[config.mk]
export PLATFORM = sky130hd
export DESIGN_NAME = reload_and_oneshot_timers
export DESIGN_NICKNAME = d
export VERILOG_FILES = /design/src/hw/timer_pkg.sv /design/src/hw/tick_divider.sv /design/src/hw/oneshot_timer.sv /design/src/hw/reload_and_oneshot_timers.sv
export SDC_FILE = /design/constraint.sdc
export NUM_CORES = 1
export LEC_CHECK = 0
export ABC_AREA = 1
export BUFFER_PORTS_ARGS = -buffer_cell sky130_fd_sc_hd__buf_2
export CAP_MARGIN = 40
export CORE_ASPECT_RATIO = 0.9
export CORE_MARGIN = 1.5
export CORE_UTILIZATION = 59
export CTS_CLUSTER_DIAMETER = 120
export DETAILED_ROUTE_END_ITERATION = 12
export HOLD_SLACK_MARGIN = 0.1
export PLACE_DENSITY = 0.89
export SYNTH_ARGS = -nofsm -noshare
export SYNTH_HDL_FRONTEND = slang
export SYNTH_SLANG_ARGS = --single-unit
[constraint.sdc]
create_clock -name clock -period 4.5 [get_ports clock]
set_input_delay 0.45 -clock clock [delete_from_list [all_inputs] [get_ports clock]]
set_output_delay 0.45 -clock clock [all_outputs]
set_load 0.02 [all_outputs]
[src/hw/timer_pkg.sv]
// package of constants and types shared by the reload and one-shot timers
`default_nettype none
package timer_pkg;
  // ***********************
  // mode register fields
  // ***********************
  localparam int RELOAD_SEL_DIV64 = 0; // internal clock: osc or osc/64
  localparam int RELOAD_SEL_EXT = 1; // source: internal or count pin
  localparam int RELOAD_SEL_MFP = 2; // pin: generator or timer tone
  localparam int RUN_BIT = 3; // run bit in both mode registers
  localparam int ONESHOT_SEL_DIV1024 = 0; // osc/4 or osc/1024
  // ***********************
  // reset values and counts
  // ***********************
  localparam logic [3:0] MODE_RESET = 4'h0; // reload undivided osc, one-shot osc/4, stopped
  localparam logic [7:0] COUNT_RESET = 8'h00;
  localparam logic [7:0] UNDERFLOW_VALUE = 8'hFF; // count wraps to this
  localparam int DIV64_CYCLES = 64;
  localparam int DIV4_CYCLES = 4;
  localparam int DIV1024_CYCLES = 1024;
  localparam int PRESCALE_WIDTH = 10; // wide enough for 1024
  // ***********************
  // register-write commands
  // ***********************
  typedef enum logic [2:0] {
    CMD_NONE = 3'b000,
    CMD_LOW_NIBBLE = 3'b001,
    CMD_HIGH_NIBBLE = 3'b010,
    CMD_IMMEDIATE = 3'b011,
    CMD_MODE = 3'b100
  } timer_cmd_t;
endpackage : timer_pkg
`default_nettype wire

[src/hw/tick_divider.sv]
// divider making a one-cycle enable every DIVIDE clocks
`default_nettype none
module tick_divider #(
  parameter int DIVIDE = 4
) (
  input wire logic clock,
  input wire logic rst_n,
  output logic tick
);
  // ***********************
  // state
  // ***********************
  typedef struct packed {
    logic [timer_pkg::PRESCALE_WIDTH-1:0] count; // cycles since last tick
    logic tick; // registered enable pulse
  } div_state_t;
  div_state_t state;
  div_state_t next_state;
  localparam logic [timer_pkg::PRESCALE_WIDTH-1:0] LAST =
    timer_pkg::PRESCALE_WIDTH'(DIVIDE - 1);
  // free-running count; tick on the wrap
  always_comb begin
    next_state = state;
    next_state.tick = 1'b0;
    if (state.count == LAST) begin
      next_state.count = '0;
      next_state.tick = 1'b1;
    end else begin
      next_state.count = state.count + 1'b1;
    end
  end
  // register the copy
  always_ff @(posedge clock or negedge rst_n) begin
    if (!rst_n) begin
      state <= '0;
    end else begin
      state <= next_state;
    end
  end
  assign tick = state.tick;
endmodule : tick_divider
`default_nettype wire

[src/hw/oneshot_timer.sv]
// one-shot 8-bit down counter with its write-only mode register
`default_nettype none
module oneshot_timer (
  input wire logic clock,
  input wire logic rst_n,
  input wire timer_pkg::timer_cmd_t cmd,
  input wire logic [7:0] data,
  input wire logic tickDiv4,
  input wire logic tickDiv1024,
  output logic [7:0] count,
  output logic running,
  output logic underflow
);
  // ***********************
  // state
  // ***********************
  typedef struct packed {
    logic [3:0] mode; // oneshot_timer_mode
    logic [7:0] count; // counter value
    logic underflow; // one-cycle event pulse
  } os_state_t;
  os_state_t state;
  os_state_t next_state;
  logic tick; // selected input clock enable
  // input clock choice, reserved bits ignored
  always_comb begin
    tick = state.mode[timer_pkg::ONESHOT_SEL_DIV1024] ? tickDiv1024 : tickDiv4;
  end
  // commands first, then counting
  always_comb begin
    next_state = state;
    next_state.underflow = 1'b0;
    case (cmd)
      timer_pkg::CMD_LOW_NIBBLE: begin
        next_state.count[3:0] = data[3:0];
        next_state.mode[timer_pkg::RUN_BIT] = 1'b0;
      end
      timer_pkg::CMD_HIGH_NIBBLE: begin
        next_state.count[7:4] = data[3:0];
        next_state.mode[timer_pkg::RUN_BIT] = 1'b0;
      end
      timer_pkg::CMD_IMMEDIATE: begin
        next_state.count = data;
        next_state.mode[timer_pkg::RUN_BIT] = 1'b1;
      end
      timer_pkg::CMD_MODE: begin
        next_state.mode = data[3:0];
      end
      default: begin
        // count only while running
        if (state.mode[timer_pkg::RUN_BIT] && tick) begin
          next_state.count = state.count - 1'b1;
          if (state.count == 8'h00) begin
            // reaching the wrap value stops the timer
            next_state.mode[timer_pkg::RUN_BIT] = 1'b0;
            next_state.underflow = 1'b1;
          end
        end
      end
    endcase
  end
  // register the copy
  always_ff @(posedge clock or negedge rst_n) begin
    if (!rst_n) begin
      state <= '{mode: timer_pkg::MODE_RESET, count: timer_pkg::COUNT_RESET, underflow: 1'b0};
    end else begin
      state <= next_state;
    end
  end
  assign count = state.count;
  assign running = state.mode[timer_pkg::RUN_BIT];
  assign underflow = state.underflow;
endmodule : oneshot_timer
`default_nettype wire

[src/hw/reload_and_oneshot_timers.sv]
// top: auto-reload timer, one-shot timer, event flags and tone output
//
// Contract
// - reload timer is 8-bit down counter
// - mode bit0 picks osc or osc/64
// - mode bit1 picks internal or count pin
// - count pin falling edge decrements by one
// - reset selects undivided oscillator clock
// - nibble write loads buffer, clears run
// - run set loads counter, clears flag 7
// - immediate load clears flag, loads, runs
// - wrap to FFH sets flag, reloads, continues
// - underflow gated to interrupt and hold release
// - mode bit2 picks generator or timer tone
// - period is preset plus one input ticks
// - tone is input over preset+1 over 2
// - mode bit3 gates reload counting
// - one-shot bit0 picks osc/4 or osc/1024
// - one-shot bit3 gates counting
// - one-shot nibble load stops, clears run
// - one-shot run set clears flag 1
// - one-shot stops at FFH, sets flag 1
`default_nettype none
module reload_and_oneshot_timers (
  input wire logic clock,
  input wire logic rst_n,
  input wire timer_pkg::timer_cmd_t reloadCmd, // write to reload timer or its mode
  input wire logic [7:0] reloadData, // nibble in [3:0] or full immediate
  input wire timer_pkg::timer_cmd_t oneshotCmd, // write to one-shot timer or its mode
  input wire logic [7:0] oneshotData,
  input wire logic clearFlags, // software clear of both event flags
  input wire logic externalCountPin, // asynchronous count pin
  input wire logic generatorWave, // waveform from the output generator
  input wire logic [1:0] interruptEnable, // [1] reload, [0] one-shot
  input wire logic [1:0] holdReleaseEnable, // [1] reload, [0] one-shot
  output logic [7:0] reloadCount,
  output logic [7:0] oneshotCount,
  output logic reloadFlag, // event flag 7
  output logic oneshotFlag, // event flag 1
  output logic interruptRequest, // one-cycle pulse
  output logic holdRelease, // one-cycle pulse
  output logic multiFunctionOutput
);
  // ***********************
  // dividers
  // ***********************
  logic tick64;
  logic tick4;
  logic tick1024;
  tick_divider #(.DIVIDE(timer_pkg::DIV64_CYCLES)) div64 (
    .clock(clock),
    .rst_n(rst_n),
    .tick(tick64)
  );
  tick_divider #(.DIVIDE(timer_pkg::DIV4_CYCLES)) div4 (
    .clock(clock),
    .rst_n(rst_n),
    .tick(tick4)
  );
  tick_divider #(.DIVIDE(timer_pkg::DIV1024_CYCLES)) div1024 (
    .clock(clock),
    .rst_n(rst_n),
    .tick(tick1024)
  );
  // ***********************
  // one-shot timer
  // ***********************
  logic [7:0] osCount;
  logic osRunning;
  logic osUnderflow;
  oneshot_timer oneshot (
    .clock(clock),
    .rst_n(rst_n),
    .cmd(oneshotCmd),
    .data(oneshotData),
    .tickDiv4(tick4),
    .tickDiv1024(tick1024),
    .count(osCount),
    .running(osRunning),
    .underflow(osUnderflow)
  );
  // ***********************
  // state
  // ***********************
  typedef struct packed {
    logic [1:0] pinSync; // two-stage synchroniser
    logic pinLast; // previous synchronised level
    logic [3:0] mode; // reload_timer_mode
    logic [7:0] buffer; // auto-reload buffer
    logic [7:0] count; // down counter
    logic toneLevel; // square-wave level
    logic reloadFlag;
    logic oneshotFlag;
    logic osRunLast; // edge detect of one-shot run
    logic interruptRequest;
    logic holdRelease;
    logic [7:0] osCount;
    logic multi_function_output;
  } top_state_t;
  top_state_t state;
  top_state_t next_state;
  logic pinFall; // falling edge of synchronised pin
  logic reloadTick; // selected input clock enable
  logic reloadUnder; // underflow this cycle
  logic reloadRunSet; // rising run bit from a mode write
  logic osRunSet;
  // ***********************
  // clock selection
  // ***********************
  // only the second stage feeds the edge detector
  always_comb begin
    pinFall = state.pinLast && !state.pinSync[1];
    if (state.mode[timer_pkg::RELOAD_SEL_EXT]) begin
      reloadTick = pinFall;
    end else if (state.mode[timer_pkg::RELOAD_SEL_DIV64]) begin
      reloadTick = tick64;
    end else begin
      reloadTick = 1'b1;
    end
    reloadRunSet = (reloadCmd == timer_pkg::CMD_MODE) && reloadData[timer_pkg::RUN_BIT]
      && !state.mode[timer_pkg::RUN_BIT];
    osRunSet = osRunning && !state.osRunLast;
    reloadUnder = (reloadCmd == timer_pkg::CMD_NONE) && state.mode[timer_pkg::RUN_BIT]
      && reloadTick && (state.count == 8'h00);
  end
  // ***********************
  // next state
  // ***********************
  // commands win over counting; event set wins over any clear
  always_comb begin
    next_state = state;
    next_state.pinSync = {state.pinSync[0], externalCountPin};
    next_state.pinLast = state.pinSync[1];
    next_state.osRunLast = osRunning;
    next_state.osCount = osCount;
    case (reloadCmd)
      timer_pkg::CMD_LOW_NIBBLE: begin
        next_state.buffer[3:0] = reloadData[3:0];
        next_state.mode[timer_pkg::RUN_BIT] = 1'b0;
      end
      timer_pkg::CMD_HIGH_NIBBLE: begin
        next_state.buffer[7:4] = reloadData[3:0];
        next_state.mode[timer_pkg::RUN_BIT] = 1'b0;
      end
      timer_pkg::CMD_IMMEDIATE: begin
        next_state.buffer = reloadData;
        next_state.count = reloadData;
        next_state.mode[timer_pkg::RUN_BIT] = 1'b1;
        next_state.reloadFlag = 1'b0;
      end
      timer_pkg::CMD_MODE: begin
        next_state.mode = reloadData[3:0];
        if (reloadRunSet) begin
          next_state.count = state.buffer;
          next_state.reloadFlag = 1'b0;
        end
      end
      default: begin
        if (state.mode[timer_pkg::RUN_BIT] && reloadTick) begin
          // preset+1 ticks per period
          next_state.count = state.count - 1'b1;
          if (reloadUnder) begin
            next_state.count = state.buffer;
            next_state.toneLevel = !state.toneLevel;
          end
        end
      end
    endcase
    if (clearFlags) begin
      next_state.reloadFlag = 1'b0;
      next_state.oneshotFlag = 1'b0;
    end
    if (osRunSet) begin
      next_state.oneshotFlag = 1'b0;
    end
    if (reloadUnder) begin
      next_state.reloadFlag = 1'b1;
    end
    if (osUnderflow) begin
      next_state.oneshotFlag = 1'b1;
    end
    next_state.interruptRequest = (reloadUnder && interruptEnable[1])
      || (osUnderflow && interruptEnable[0]);
    next_state.holdRelease = (reloadUnder && holdReleaseEnable[1])
      || (osUnderflow && holdReleaseEnable[0]);
    next_state.multi_function_output = state.mode[timer_pkg::RELOAD_SEL_MFP] ? state.toneLevel
      : generatorWave;
  end
  // ***********************
  // registers
  // ***********************
  // reset leaves undivided oscillator selected, timer stopped
  always_ff @(posedge clock or negedge rst_n) begin
    if (!rst_n) begin
      state <= '0;
      state.pinSync <= 2'h3; // idle high pin, no false edge
      state.pinLast <= 1'b1;
      state.mode <= timer_pkg::MODE_RESET;
      state.buffer <= timer_pkg::COUNT_RESET;
      state.count <= timer_pkg::COUNT_RESET;
    end else begin
      state <= next_state;
    end
  end
  // outputs straight from the state register
  assign reloadCount = state.count;
  assign oneshotCount = state.osCount;
  assign reloadFlag = state.reloadFlag;
  assign oneshotFlag = state.oneshotFlag;
  assign interruptRequest = state.interruptRequest;
  assign holdRelease = state.holdRelease;
  assign multiFunctionOutput = state.multi_function_output;
endmodule : reload_and_oneshot_timers
`default_nettype wire

==> impl_metrics.tcl <==
set metrics [dict create \
    nets 594 \
    route.met3.wl_um 601 \
    grt_max_degree 72 \
    routedWlPerCell_um 13.6 \
    finalWirelength_mm 8.88 \
    synth_area_per_cell_sq_um 8.24 \
    syn-instance-count 510 \
    max_stage_delay_ns 0.42 \
    p_total_mw 1.89 \
    layout-drive-gt1-share_pct 15.5 \
    ys.flop_type "dfrtp_1" \
    drv_cap 0 \
    grt_pass1_wl_mm 15.3 \
    ys.warnings.count 0 \
    start_kind "register" \
    cts_sinks 82 \
    worstPathMaxFanout 11 \
    met1_length_mm 3.71 \
    rsz0062_at_grt "no" \
    yosysSeqAreaShare_pct 48.9 \
    synth_area_leaders "dfrtp_1, nand2_1, nor2_1, inv_1, nand3_1" \
    chipHeight_um 83.1 \
    n_fill_cell 552 \
    swShare_pct 34.4 \
    wl_met2_mm 4.34 \
    p_switching_mw 0.651 \
    timing.final.crit_share_pct 37.0 \
    cp-end-kind "register" \
    ant_nets 0 \
    dr.pass1.iters 5 \
    ys_ff_latch 82 \
    critPathTopFamily "simple AND/OR/NAND/NOR gates" \
    initialDrtViolationCount 207 \
    core_sq_mm 0.00673 \
    path_buf_inv 1 \
    port_buffers 51 \
    status "finished, final reports clean" \
    cp-startpoint "reloadCount[0]" \
    holdBufCountCts 1 \
    path_cells "inv_1, ha_1, nand2_4, nor2_8, nand3b_4, nand3_1, nand2_1, a21oi_1" \
    synth_largest_area_cell "dfrtp_1" \
    irDropWorstVdd_mv 0.266 \
    worstSetupPathType "register to register" \
    fmax_mhz 600 \
    fin_tns_setup_ns 0 \
    top_layer_used "met4" \
    htreeDepth 3 \
    worstHoldStart "externalCountPin" \
    grt_antenna_before_repair 0 \
    route.detailed.drc 0 \
    final_cell_mix "nand2_1, dfrtp_1, nor2_1" \
    num_io_pins 52 \
    arrival_ns 1.94 \
    layout_commonest_cell "nand2_1" \
    min_path_type "input port to register" \
    grt_pass1_vias 3440 \
    gp_congestion 0.930 \
    post_cts_resized 0 \
    comb_power_share_pct 25.2 \
    reg2reg_from "reloadCount[0]" \
    syn-num-nets 548 \
    synth_area_sq_mm 0.00420 \
    max_slew_margin_pct 58.9 \
    power_density_mw_per_mm2 406 \
    tritoncts "built" \
    cts_setup_buffers 0 \
    cts-root-buf "clkbuf_8" \
    std_cell_rows 28 \
    vias_per_cell 5.38 \
    areaGrowthSynthToFinish_pct 11.0 \
    hold_viol 0 \
    skew_ns 0.00966 \
    power_leakage_nw 2.47 \
    power.internal_mw 1.24 \
    yosysTopAreaCellShare_pct 47.1 \
    clock_path_buffers 2 \
    path_clk_slew_ns 0.08 \
    pwr-share-seq_pct 47.6 \
    hpwlAfterDp_mm 6.44 \
    clk_latency_ns 0.35 \
    cts_buffers 9 \
    initial_core_util_pct 62.5 \
    max_slew.worst_pin.slew_ns 0.612 \
    ys_types 41 \
    dieArea_sq_mm 0.00764 \
    num_vias 3505 \
    required_ns 4.77 \
    async_flop_share_pct 100 \
    die_w_um 92.0 \
    n_antenna_cell 0 \
    p_clk_share_pct 27.3 \
    synth_edf_count 0 \
    finalMaxSlewViolations 0 \
    cpMaxStageDelayCell "dfrtp_1" \
    track_usage_pct 25.2 \
    grt-ovfl-total 0 \
    setup_viol 0 \
    min_period_ns 1.67 \
]
## registers in the layout (all words and copies together) (netlist names)
register             cells
div1024.state           10
div1024.tick             1
div4.state              10
div4.tick                1
div64.state             10
div64.tick               1
holdRelease              1
interruptRequest         1
multiFunctionOutput      1
next_state               2
oneshot.count            8
oneshot.running          1
oneshot.state            1
oneshot.underflow        1
oneshotCount             8
oneshotFlag              1
reloadCount              8
reloadFlag               1
state                   15
## power groups by stage
stage,combinational (mW),clock [mW],sequential (mW)
floorplan,0.387,0,0.891
global placement,0.449,0,0.908
detailed placement,0.468,0,0.910
CTS,0.473,0.528,0.897
global route,0.534,0.558,0.910
finish,0.476,0.515,0.899
## metrics by stage
step	hold slack (ns)	setup WS [ns]	util (%)	cell area (sq um)	cells
after detailed placement	0.310	2.66	66.4	4460	634
final	0.193	2.83	69.3	4660	651
after floorplan	0.154	3.07	-	4200	510
after global placement	0.348	2.82	66.0	4440	633
after CTS	0.177	2.83	69.3	4660	651
after global routing	0.174	2.64	69.3	4660	651
## routing by layer
layer	global-route usage (%)	vias up
met2	41.9	140
li1	-	1696
met3	6.41	29
met4	9.37	0
met1	31.7	1640
met5	0	-
## cells by family after synthesis
family,count (synthesis),synth area share (%)
and+or+nand+nor,244,26.1
buffers and inverters,97,10.3
adders and majority gates,7,2.08
AOI/OAI and AO/OA,59,8.16
xor gates and xnor gates,20,4.17
muxes,1,0.268
DFF,82,48.9
## worst register-to-register path, cell delays in order (launching register included)
cell,delay [ns]
dfrtp_1,0.42
inv_1,0.14
ha_1,0.26
nand2_4,0.09
nor2_8,0.17
nand3b_4,0.18
nand3_1,0.12
nand2_1,0.05
a21oi_1,0.16
## cell usage after synthesis (4+ instances only)
cell / number
a21oi_1: 14
buf_4: 16
dfrtp_1: 79
ha_1: 7
inv_1: 75
nand2_1: 98
nand3_1: 41
nand4_1: 4
nor2_1: 77
nor3_1: 4
o21ai_0: 25
o221ai_1: 4
o22ai_1: 6
xnor2_1: 8
xor2_1: 12
## final timing paths
path / end / slack, ns / cells past startpoint
max: reloadCount[7] / 2.83 / 8
min: next_state[37] / 0.19 / 1
max reg2reg: reloadCount[7] / 2.83 / 8
min reg2reg: next_state[35] / 0.36 / 0
max in group asynchronous: next_state[37] / 3.43 / 3
min in group asynchronous: div64.state[4] / 0.48 / 2
## layout make-up
type | count | area, sq um | share of cell area [%]
clock buffer | 11 | 131 | 2.82
sequential | 82 | 2060 | 44.1
inverter | 79 | 299 | 6.41
clock inverter | 5 | 56.3 | 1.21
tap | 90 | 113 | 2.42
timing repair buffer | 53 | 295 | 6.33
multi-input combinational | 331 | 1710 | 36.7
(Power assumes the default switching activity.)
